### config.mk
export PLATFORM = sky130hd
export DESIGN_NAME = clip_led_and_frontend_status
export DESIGN_NICKNAME = d
export VERILOG_FILES = /design/src/core/clip_status_pkg.sv /design/src/core/clip_led_and_frontend_status.sv
export SDC_FILE = /design/constraint.sdc
export NUM_CORES = 1
export LEC_CHECK = 0
export BUFFER_PORTS_ARGS = -buffer_cell sky130_fd_sc_hd__buf_2
export CORE_ASPECT_RATIO = 1.4
export CORE_MARGIN = 8
export CORE_UTILIZATION = 60
export DETAILED_ROUTE_END_ITERATION = 16
export GPL_ROUTABILITY_DRIVEN = 0
export PLACE_DENSITY = 0.77
export SYNTH_ARGS = -nofsm -noshare
export SYNTH_HDL_FRONTEND = slang
export SYNTH_SLANG_ARGS = --single-unit
### constraint.sdc
create_clock -name clk_in -period 3.86 [get_ports clk_in]
set_clock_uncertainty 0.2 [all_clocks]
set_input_delay 0 -clock clk_in [delete_from_list [all_inputs] [get_ports clk_in]]
set_output_delay 0 -clock clk_in [all_outputs]
set_load 0.05 [all_outputs]
### src/core/clip_status_pkg.sv
package clip_status_pkg;

  // ----------------------------------------------------------------
  // Timing
  // ----------------------------------------------------------------
  localparam int unsigned CLK_HZ = 200_000_000;
  localparam int unsigned SOCKET_HZ = 40_000_000;
  localparam int unsigned STRETCH_MS = 100;
  localparam int unsigned SETUP_NS = 1000;
  localparam int unsigned STRETCH_CYCLES = (CLK_HZ / 1000) * STRETCH_MS;
  localparam int unsigned SETUP_CYCLES = (SETUP_NS * (CLK_HZ / 1_000_000) + 999) / 1000;
  localparam int unsigned SOCKET_DIV = CLK_HZ / SOCKET_HZ;

  // ----------------------------------------------------------------
  // Indicator channels
  // ----------------------------------------------------------------
  localparam int unsigned LED_COUNT = 2;
  localparam int unsigned RED_IDX = 0;
  localparam int unsigned GREEN_IDX = 1;

  typedef struct packed {
    logic green;
    logic red;
  } led_pair_type;

  typedef struct packed {
    logic error;
    logic temperature;
    logic power;
  } fault_set_type;

endpackage

### src/core/clip_led_and_frontend_status.sv
`timescale 1ns/1ps
module clip_led_and_frontend_status #(
  parameter int unsigned STRETCH = clip_status_pkg::STRETCH_CYCLES,
  parameter int unsigned SETUP = clip_status_pkg::SETUP_CYCLES,
  parameter int unsigned DIV = clip_status_pkg::SOCKET_DIV
) (
  // Clock, reset, enable
  input wire logic clk_in,
  input wire logic rst_n_in,
  input wire logic ce_in,
  // Host reset, asynchronous, active high
  input wire logic host_async_reset_in,
  // Requests from user logic, asynchronous
  input wire clip_status_pkg::led_pair_type activity_request_in,
  // Fault conditions, same clock domain
  input wire clip_status_pkg::fault_set_type fault_in,
  // Reserved handshake from user logic, socket clock domain
  input wire logic frontend_setup_ready_in,
  // Front panel indicator
  output clip_status_pkg::led_pair_type activity_led_out,
  // To user logic
  output logic socket_clock_out,
  output logic frontend_setup_complete_out,
  output logic frontend_setup_prepare_out,
  output logic frontend_setup_ready_seen_out
);

  localparam int unsigned SW = $clog2(STRETCH + 1);
  localparam int unsigned UW = $clog2(SETUP + 1);
  localparam int unsigned DW = $clog2(DIV + 1);
  localparam logic [DW-1:0] DIV_LAST = DW'(DIV - 1);
  localparam logic [DW-1:0] DIV_HIGH = DW'(DIV / 2);
  localparam logic [SW-1:0] STRETCH_LOAD = SW'(STRETCH);
  localparam logic [UW-1:0] SETUP_LAST = UW'(SETUP - 1);

  // Refuse values the counters cannot serve
  if (DIV < 2 || STRETCH < 1 || SETUP < 1) begin : g_bad_param
    $error("clip_led_and_frontend_status: bad parameter");
  end

  // ----------------------------------------------------------------
  // Input synchronisers
  // ----------------------------------------------------------------
  logic [1:0] host_rst_meta;
  logic host_rst_s;
  logic host_rst_d;
  logic [1:0] req_meta;
  logic [1:0] req_s;
  logic [1:0] req_d;
  logic ready_meta;
  logic ready_s;

  always_ff @(posedge clk_in or negedge rst_n_in) begin
    if (!rst_n_in) begin
      host_rst_meta <= 2'h3;
      host_rst_s <= 1'h1;
      host_rst_d <= 1'h1;
    end else if (ce_in) begin
      host_rst_meta <= {host_rst_meta[0], host_async_reset_in};
      host_rst_s <= host_rst_meta[1];
      host_rst_d <= host_rst_s;
    end
  end

  always_ff @(posedge clk_in or negedge rst_n_in) begin
    if (!rst_n_in) begin
      req_meta <= 2'h0;
      req_s <= 2'h0;
      req_d <= 2'h0;
      ready_meta <= 1'h0;
      ready_s <= 1'h0;
    end else if (ce_in) begin
      // Two flops catch any request held 25 ns or one socket cycle
      req_meta <= activity_request_in;
      req_s <= req_meta;
      req_d <= req_s;
      ready_meta <= frontend_setup_ready_in;
      ready_s <= ready_meta;
    end
  end

  // ----------------------------------------------------------------
  // Fault override
  // ----------------------------------------------------------------
  logic override;
  always_ff @(posedge clk_in or negedge rst_n_in) begin
    if (!rst_n_in)
      override <= 1'h0;
    else if (ce_in)
      override <= |fault_in;
  end

  // ----------------------------------------------------------------
  // Pulse stretchers
  // ----------------------------------------------------------------
  logic [1:0] led;
  logic [1:0][SW-1:0] stretch_cnt;

  for (genvar i = 0; i < clip_status_pkg::LED_COUNT; i++) begin : g_led
    logic rise;
    logic [SW-1:0] next_cnt;
    logic forced;
    assign rise = req_s[i] && !req_d[i];
    assign next_cnt = rise ? STRETCH_LOAD : (stretch_cnt[i] != '0 ? stretch_cnt[i] - SW'(1) : '0);
    // Faults force red on and green off until they clear
    assign forced = (i == clip_status_pkg::RED_IDX);

    always_ff @(posedge clk_in or negedge rst_n_in) begin
      if (!rst_n_in) begin
        stretch_cnt[i] <= '0;
        led[i] <= 1'h0;
      end else if (ce_in) begin
        stretch_cnt[i] <= next_cnt;
        if (override)
          led[i] <= forced;
        else
          led[i] <= req_s[i] || (next_cnt != '0);
      end
    end

    led_follows_a: assert property (@(posedge clk_in iff ce_in) disable iff (!rst_n_in)
      $rose(req_s[i]) && !override |=> led[i] && stretch_cnt[i] == STRETCH_LOAD)
      else $error("stretcher did not load on a new request");
    led_holds_a: assert property (@(posedge clk_in iff ce_in) disable iff (!rst_n_in)
      (stretch_cnt[i] > SW'(1)) && !override && !$rose(override) ##1 !override |-> led[i])
      else $error("indicator dark while stretch count runs");
    led_idle_a: assert property (@(posedge clk_in iff ce_in) disable iff (!rst_n_in)
      !req_s[i] && stretch_cnt[i] == '0 && !override |=> !led[i])
      else $error("indicator lit with no cause");
  end

  assign activity_led_out = led;

  override_red_a: assert property (@(posedge clk_in iff ce_in) disable iff (!rst_n_in)
    override |=> led[clip_status_pkg::RED_IDX] && !led[clip_status_pkg::GREEN_IDX])
    else $error("fault override not shown");

  // ----------------------------------------------------------------
  // Socket clock divider
  // ----------------------------------------------------------------
  logic [DW-1:0] div_cnt;
  logic [DW-1:0] next_div;
  assign next_div = (div_cnt == DIV_LAST) ? '0 : div_cnt + DW'(1);

  always_ff @(posedge clk_in or negedge rst_n_in) begin
    if (!rst_n_in) begin
      div_cnt <= '0;
      socket_clock_out <= 1'h0;
    end else if (ce_in) begin
      div_cnt <= next_div;
      socket_clock_out <= (next_div < DIV_HIGH);
    end
  end

  socket_wrap_a: assert property (@(posedge clk_in iff ce_in) disable iff (!rst_n_in)
    div_cnt == DIV_LAST |=> socket_clock_out && div_cnt == '0 ##1 div_cnt == DW'(1))
    else $error("socket clock period wrong");

  // ----------------------------------------------------------------
  // Power-on self-setup sequence
  // ----------------------------------------------------------------
  typedef enum logic [1:0] {SETUP_HELD, SETUP_RUN, SETUP_DONE} setup_state_type;
  setup_state_type setup_state;
  logic [UW-1:0] setup_cnt;

  always_ff @(posedge clk_in or negedge rst_n_in) begin
    if (!rst_n_in) begin
      setup_state <= SETUP_HELD;
      setup_cnt <= '0;
      frontend_setup_complete_out <= 1'h0;
    end else if (ce_in) begin
      if (host_rst_s) begin
        setup_state <= SETUP_HELD;
        setup_cnt <= '0;
        frontend_setup_complete_out <= 1'h0;
      end else begin
        unique case (setup_state)
          SETUP_HELD: begin
            // Release edge starts a fresh pass unconditionally
            if (host_rst_d)
              setup_state <= SETUP_RUN;
            setup_cnt <= '0;
          end
          SETUP_RUN: begin
            if (setup_cnt == SETUP_LAST) begin
              setup_state <= SETUP_DONE;
              frontend_setup_complete_out <= 1'h1;
            end else begin
              setup_cnt <= setup_cnt + UW'(1);
            end
          end
          SETUP_DONE: begin
            frontend_setup_complete_out <= 1'h1;
          end
        endcase
      end
    end
  end

  // Reserved handshake: prepare held low, loopback result reported
  always_ff @(posedge clk_in or negedge rst_n_in) begin
    if (!rst_n_in) begin
      frontend_setup_prepare_out <= 1'h0;
      frontend_setup_ready_seen_out <= 1'h0;
    end else if (ce_in) begin
      frontend_setup_prepare_out <= 1'h0;
      frontend_setup_ready_seen_out <= ready_s;
    end
  end

  complete_reset_a: assert property (@(posedge clk_in iff ce_in) disable iff (!rst_n_in)
    host_rst_s |=> !frontend_setup_complete_out)
    else $error("setup complete high during host reset");
  complete_rise_a: assert property (@(posedge clk_in iff ce_in) disable iff (!rst_n_in)
    $rose(frontend_setup_complete_out) |-> $past(setup_cnt) == SETUP_LAST && $past(setup_state) == SETUP_RUN)
    else $error("setup complete rose before the pass ended");
  complete_holds_a: assert property (@(posedge clk_in iff ce_in) disable iff (!rst_n_in)
    frontend_setup_complete_out && !host_rst_s |=> frontend_setup_complete_out)
    else $error("setup complete dropped without host reset");
  release_restart_a: assert property (@(posedge clk_in iff ce_in) disable iff (!rst_n_in)
    $fell(host_rst_s) |=> setup_state == SETUP_RUN && setup_cnt == '0)
    else $error("host reset release did not start a pass");

endmodule

After elaboration in Yosys (flattened, before gate mapping)
Cells that the tools add are included.
{"block": "classes", "reduce_logical": 17, "magnitude_cmp": 1, "n_mux": 17, "add_sub_neg": 4, "eq_ne": 7}
{"cell": "$mux W25", "count": 4}
{"cell": "$reduce_bool A25 Y1", "count": 4}
{"cell": "$sub A25 B1 Y25 const B", "count": 2}
{"cell": "$mux W8", "count": 2}
{"cell": "$pmux W8 S2", "count": 1}
{"cell": "$ne A3 B3 Y1 const B", "count": 3}
{"cell": "$add A8 B1 Y8 const B", "count": 1}
{"cell": "$eq A8 B8 Y1 const B", "count": 1}
{"cell": "$mux W2", "count": 3}
{"cell": "$reduce_and A3 Y1", "count": 2}
{"cell": "$reduce_bool A3 Y1", "count": 2}
{"cell": "$mux W1", "count": 4}
{"cell": "$pmux W2 S2", "count": 1}
{"cell": "$reduce_and A4 Y1", "count": 1}
{"cell": "$add A3 B1 Y3 const B", "count": 1}
{"cell": "$eq A3 B3 Y1 const B", "count": 1}
{"cell": "$lt A3 B2 Y1 const B", "count": 1}
{"cell": "$mux W3", "count": 1}
{"cell": "$reduce_or A3 Y1", "count": 1}
{"cell": "$eq A2 B1 Y1 const B", "count": 1}
{"cell": "$eq A2 B2 Y1 const B", "count": 1}
{"cell": "$logic_and A1 B1 Y1", "count": 2}
{"cell": "$logic_not A1 Y1", "count": 2}
{"cell": "$logic_not A2 Y1", "count": 1}
{"cell": "2 further kinds", "count": 3}
{"block": "totals", "inputBits": 10, "elab_cells": 65, "regBits": 81, "out_inout_bits": 6}

Longest topological paths before layout
{"block": "logic_depth", "word_depth": 6, "mapped_depth": 10, "mapped_depth_nobuf": 9}

Least setup slack after synthesis
OpenSTA, ideal clock, no wires.
{"block": "synth_path", "kind": "register to register", "start": "register stretch_cnt[0] in the netlist's numbering", "end": "register stretch_cnt[23] in the netlist's numbering", "setup_slack_ps": 1040, "t_arrival_ps": 2483, "t_required_ps": 3523, "synth_period_minus_slack_ps": 2820, "setup_time_ps": 137, "path_buffers": 1, "path_stages_with_launch": 11, "path_cell_list": "dfrtp_1 -> inv_1 -> ha_1 -> or4b_2 -> nor2_1 -> nand4_1 -> nor2_1 -> nor2_1 -> nand2_1 -> clkbuf_1 -> o21ai_0"}
{"block": "synth_via", "elab_chain_cells": 3, "elab_cells_between_ends": 4, "classes_between": "add/sub (1); mux (2); reduce/logical (1)"}
{"item": "from (decl)", "line": "clip_led_and_frontend_status.sv:97", "text": "logic [1:0][SW-1:0] stretch_cnt;"}
{"item": "from (signal, indexed assignment)", "line": "clip_led_and_frontend_status.sv:113", "text": "stretch_cnt[i] <= next_cnt;"}
{"item": "$sub A25 B1 Y25 or $reduce_bool A25 Y1 (tied branches)", "line": "clip_led_and_frontend_status.sv:104", "text": "assign next_cnt = rise ? STRETCH_LOAD : (stretch_cnt[i] != '0 ? stretch_cnt[i] - SW'(1) : '0);"}
{"item": "$mux W25 (*) (2 in series)", "line": "clip_led_and_frontend_status.sv:104"}
Mark *: on every way between the ends. The rest lies on a longest branch, timed or not.
A chain may end at the register's enable or synchronous reset.

Worst setup path in the final report
Same ends and word-level chain as after synthesis.

==> key figures <==
Power
  • Total power: 0.002657 W
  • Part of the power in registers: 44.8%
  • Pleak: 2.007 nW
  • Int Pwr: 0.001664 W
  • Peak supply drop: 332.4 uV
  • Comb pwr share: 30.9%
  • Pwr Density: 515.6 nW/um2
  • Clock network power share: 24.3%
  • Switching share of power: 37.37%
  • Net switching power: 0.0009932 W

Timing
  • Slew Viols, Final: 0
  • Hold_ws: 0.1370 ns
  • RSZ-0062 raised after global routing: no
  • Final setup TNS: 0 ns
  • Final hold vios: 0
  • Slew HR: 33.70%
  • Final period utilization: 82.51%
  • Setup Viol. Count Final: 0
  • Max Freq: 314.0 MHz
  • Worst slew pin tran: 0.9945 ns
  • Fin crit period: 3.185 ns

Route
  • DRC Markers: 0
  • Drt wl/cell: 16.80 um
  • Vias per cell: 6.434
  • Detailed-route via count: 4240
  • Initial DRC count: 258
  • Final ANT Viol Nets: 0
  • Pre-Repair DR Iteration Count: 5
  • Total routed wirelength: 11070 um

Place
  • Post-DP HPWL: 7510 um
  • Port bufs: 14
  • Placed cells: 633
  • Placement Cell Area: 4847 um2

CTS
  • Clock root cell: clkbuf_8
  • Clock Pin Slew Worst Setup and Hold Paths: 0.08 ns
  • Post_cts resized: 0
  • CTS H-Tree Depth: 3
  • CTS max path bufs: 2
  • Post-CTS Setup Inserts: 0
  • CTS Buf Count: 9
  • CTS hold repair buffers: 10
  • CTS tree: done
  • Worst-Skew Late Latency: 0.35 ns
  • Sink Count: 81

Status
  • Outcome: complete, no violations

Logic synthesis
  • Synth Area per Inst: 8.715 um2
  • Post-synth EDFFs: 0
  • Yosys reg bits: 81
  • Mapped Cells: 542
  • Syn. warnings: 0
  • Cell area after synthesis: 4723 um2
  • Asr flop ratio synth: 100.0%
  • Primary FF master, synth: dfrtp_1
  • Sequential area share after synthesis: 43.02%
  • Netlist cell types: 59
  • Syn nets: 557

Final layout
  • Nets@finish: 569
  • Fill count: 661
  • Non-Filler Instances: 659
  • Layout Cell Area excl Fill: 5154 um2
  • Layout cells sized above 1: 11.81%
  • Layout area overhead: 9.113%
  • Inserted Diodes: 0

Floorplan
  • Die ar.: 11010 um2
  • Die extent in x: 90.99 um
  • Die height: 121.0 um
  • Top-Level Pins: 16
  • Core area: 7702 um2
  • Starting density of the core: 61.32%
  • Row count: 38

GRT
  • Global-route usage over all layers: 20.73%
  • Grt ovf: 0
  • Antenna violations before repair: 0
  • Vias in the first global route: 4147
  • First-pass GRT wire length: 19060 um
  • Largest net degree at the start of global routing: 82

Critical path
  • CP max FO: 14
  • CP endpoint kind: register
  • Worst reg2reg path depth: 9
  • Worst path required time: 3.86 ns
  • WS Path Type: register to register
  • Crit path DAT: 3.19 ns
  • Type of origin of the critical path: register
  • FF-to-FF setup slack: 0.68 ns

Min path
  • Min-delay worst type: primary input to asynchronous set/reset pin

Run
  • Max cap viols: 0
-- critical path, stage by stage, from the launching register on --
cell	delay, ns
dfrtp_1	0.39
inv_1	0.11
ha_1	0.30
or4b_2	0.65
nor2_1	0.19
nand4_1	0.24
nor2_1	0.21
nor2_1	0.09
nand2_1	0.44
o21ai_0	0.20
-- per-stage QoR --
step / setup WS, ns / util (%)
6_report: 0.6753 / 66.91
5_1_grt: 0.4580 / 66.91
4_1_cts: 0.6786 / 66.91
3_5_place_dp: 0.6748 / 62.93
3_3_place_gp: 0.8168 / 62.93
2_1_floorplan: 1.040 / -
-- area by class of cell --
cell class	instances	area, um2	share of cell area [%]
clock buffer	12	155.1	3.010
inverter	15	56.30	1.092
timing repair buffer	30	217.7	4.224
multi-input combinational	417	2516	48.82
sequential	81	2032	39.43
tap	100	125.1	2.428
clock inverter	4	51.30	0.9954
-- flip-flops by register name (all words and copies together) (netlist names) --
name and flops:
stretch_cnt 50, setup_cnt 8, div_cnt 3, activity_led_out 2
host_rst_meta 2, req_d 2, req_meta 2, req_s 2
setup_state 2, frontend_setup_complete_out 1, frontend_setup_ready_seen_out 1, host_rst_d 1
host_rst_s 1, override 1, ready_meta 1, ready_s 1
socket_clock_out 1
-- synth_stat cells, drive strengths merged, types with 12 or more instances --
cell | number | area [um2]
nand3 | 12 | 60.06
nor4 | 14 | 87.58
a21oi | 18 | 90.09
inv | 15 | 56.30
nor2 | 50 | 187.7
nand2 | 54 | 205.2
o21ai | 80 | 411.7
mux2 | 12 | 135.1
o31ai | 13 | 97.59
clkbuf | 24 | 90.09
or4 | 13 | 101.4
nand2b | 12 | 75.07
nor3 | 24 | 136.4
or3 | 12 | 75.07
dfrtp | 77 | 1927
-- path summary, 6_finish.rpt --
kind / startpoint / end
max in group asynchronous: rst_n_in / stretch_cnt[29]$_DFFE_PN0P_
setup / recovery: stretch_cnt[0]$_DFFE_PN0P_ / stretch_cnt[23]$_DFFE_PN0P_
min in group clk_in: frontend_setup_ready_in / ready_meta$_DFFE_PN0P_
hold reg to reg: host_rst_d$_DFFE_PN1P_ / host_rst_d$_DFFE_PN1P_
hold / removal: rst_n_in / stretch_cnt[17]$_DFFE_PN0P_
setup reg to reg: stretch_cnt[0]$_DFFE_PN0P_ / stretch_cnt[23]$_DFFE_PN0P_
-- cells in the final DEF (no fill, tap or decap), types with 4 or more instances in the layout --
cell type,count
inv_1,15
o31ai_1,13
clkbuf_8,11
o21ai_0,65
nor3_1,22
nor2b_1,6
dlygate4sd3_1,10
a21oi_1,18
nor2_1,50
a32o_1,4
nand4_1,7
nor4_1,14
buf_2,13
a21o_1,4
nand2_1,53
xnor2_1,7
nand3_1,12
or4_1,12
o21ai_1,14
dfrtp_1,77
a22o_1,7
mux2i_1,4
or3_1,12
nand2b_1,12
or2_2,6
buf_4,7
mux2_2,12
xor2_1,6
dfstp_2,4
o41ai_1,10
ha_1,5
-- power groups by stage --
stage	logic, W	registers, W	clock network, W
global placement	0.000784	0.00119	0
finish	0.000822	0.00119	0.000646
global route	0.000914	0.00122	0.000694
floorplan	0.000626	0.00117	0
CTS	0.000820	0.00118	0.000660
detailed placement	0.000809	0.00120	0
-- layer usage --
layer | part of all wire, % | vias up | global-route usage (%)
li1 | - | 2021 | -
met3 | 4.2 | 35 | 3.591
met5 | 0 | - | 0
met1 | 41 | 2041 | 23.01
met4 | 3.4 | 0 | 12.23
met2 | 51 | 143 | 36.44
-- cell families (layout without fill, tap and decap cells) --
kind of cell / after synthesis / in the layout / synth area share (%)
AND/OR/NAND/NOR: 225 / 225 / 24.82
AO/OA/AOI/OAI: 157 / 157 / 20.93
flip-flops: 81 / 81 / 43.02
buffers and inverters: 44 / 61 / 3.708
multiplexers: 16 / 16 / 3.709
XOR/XNOR: 13 / 13 / 2.411
adder cells (fa/ha/maj): 5 / 5 / 1.325
other: 1 / 1 / 0.07939
Note: power is estimated with default switching activity, not from simulation.
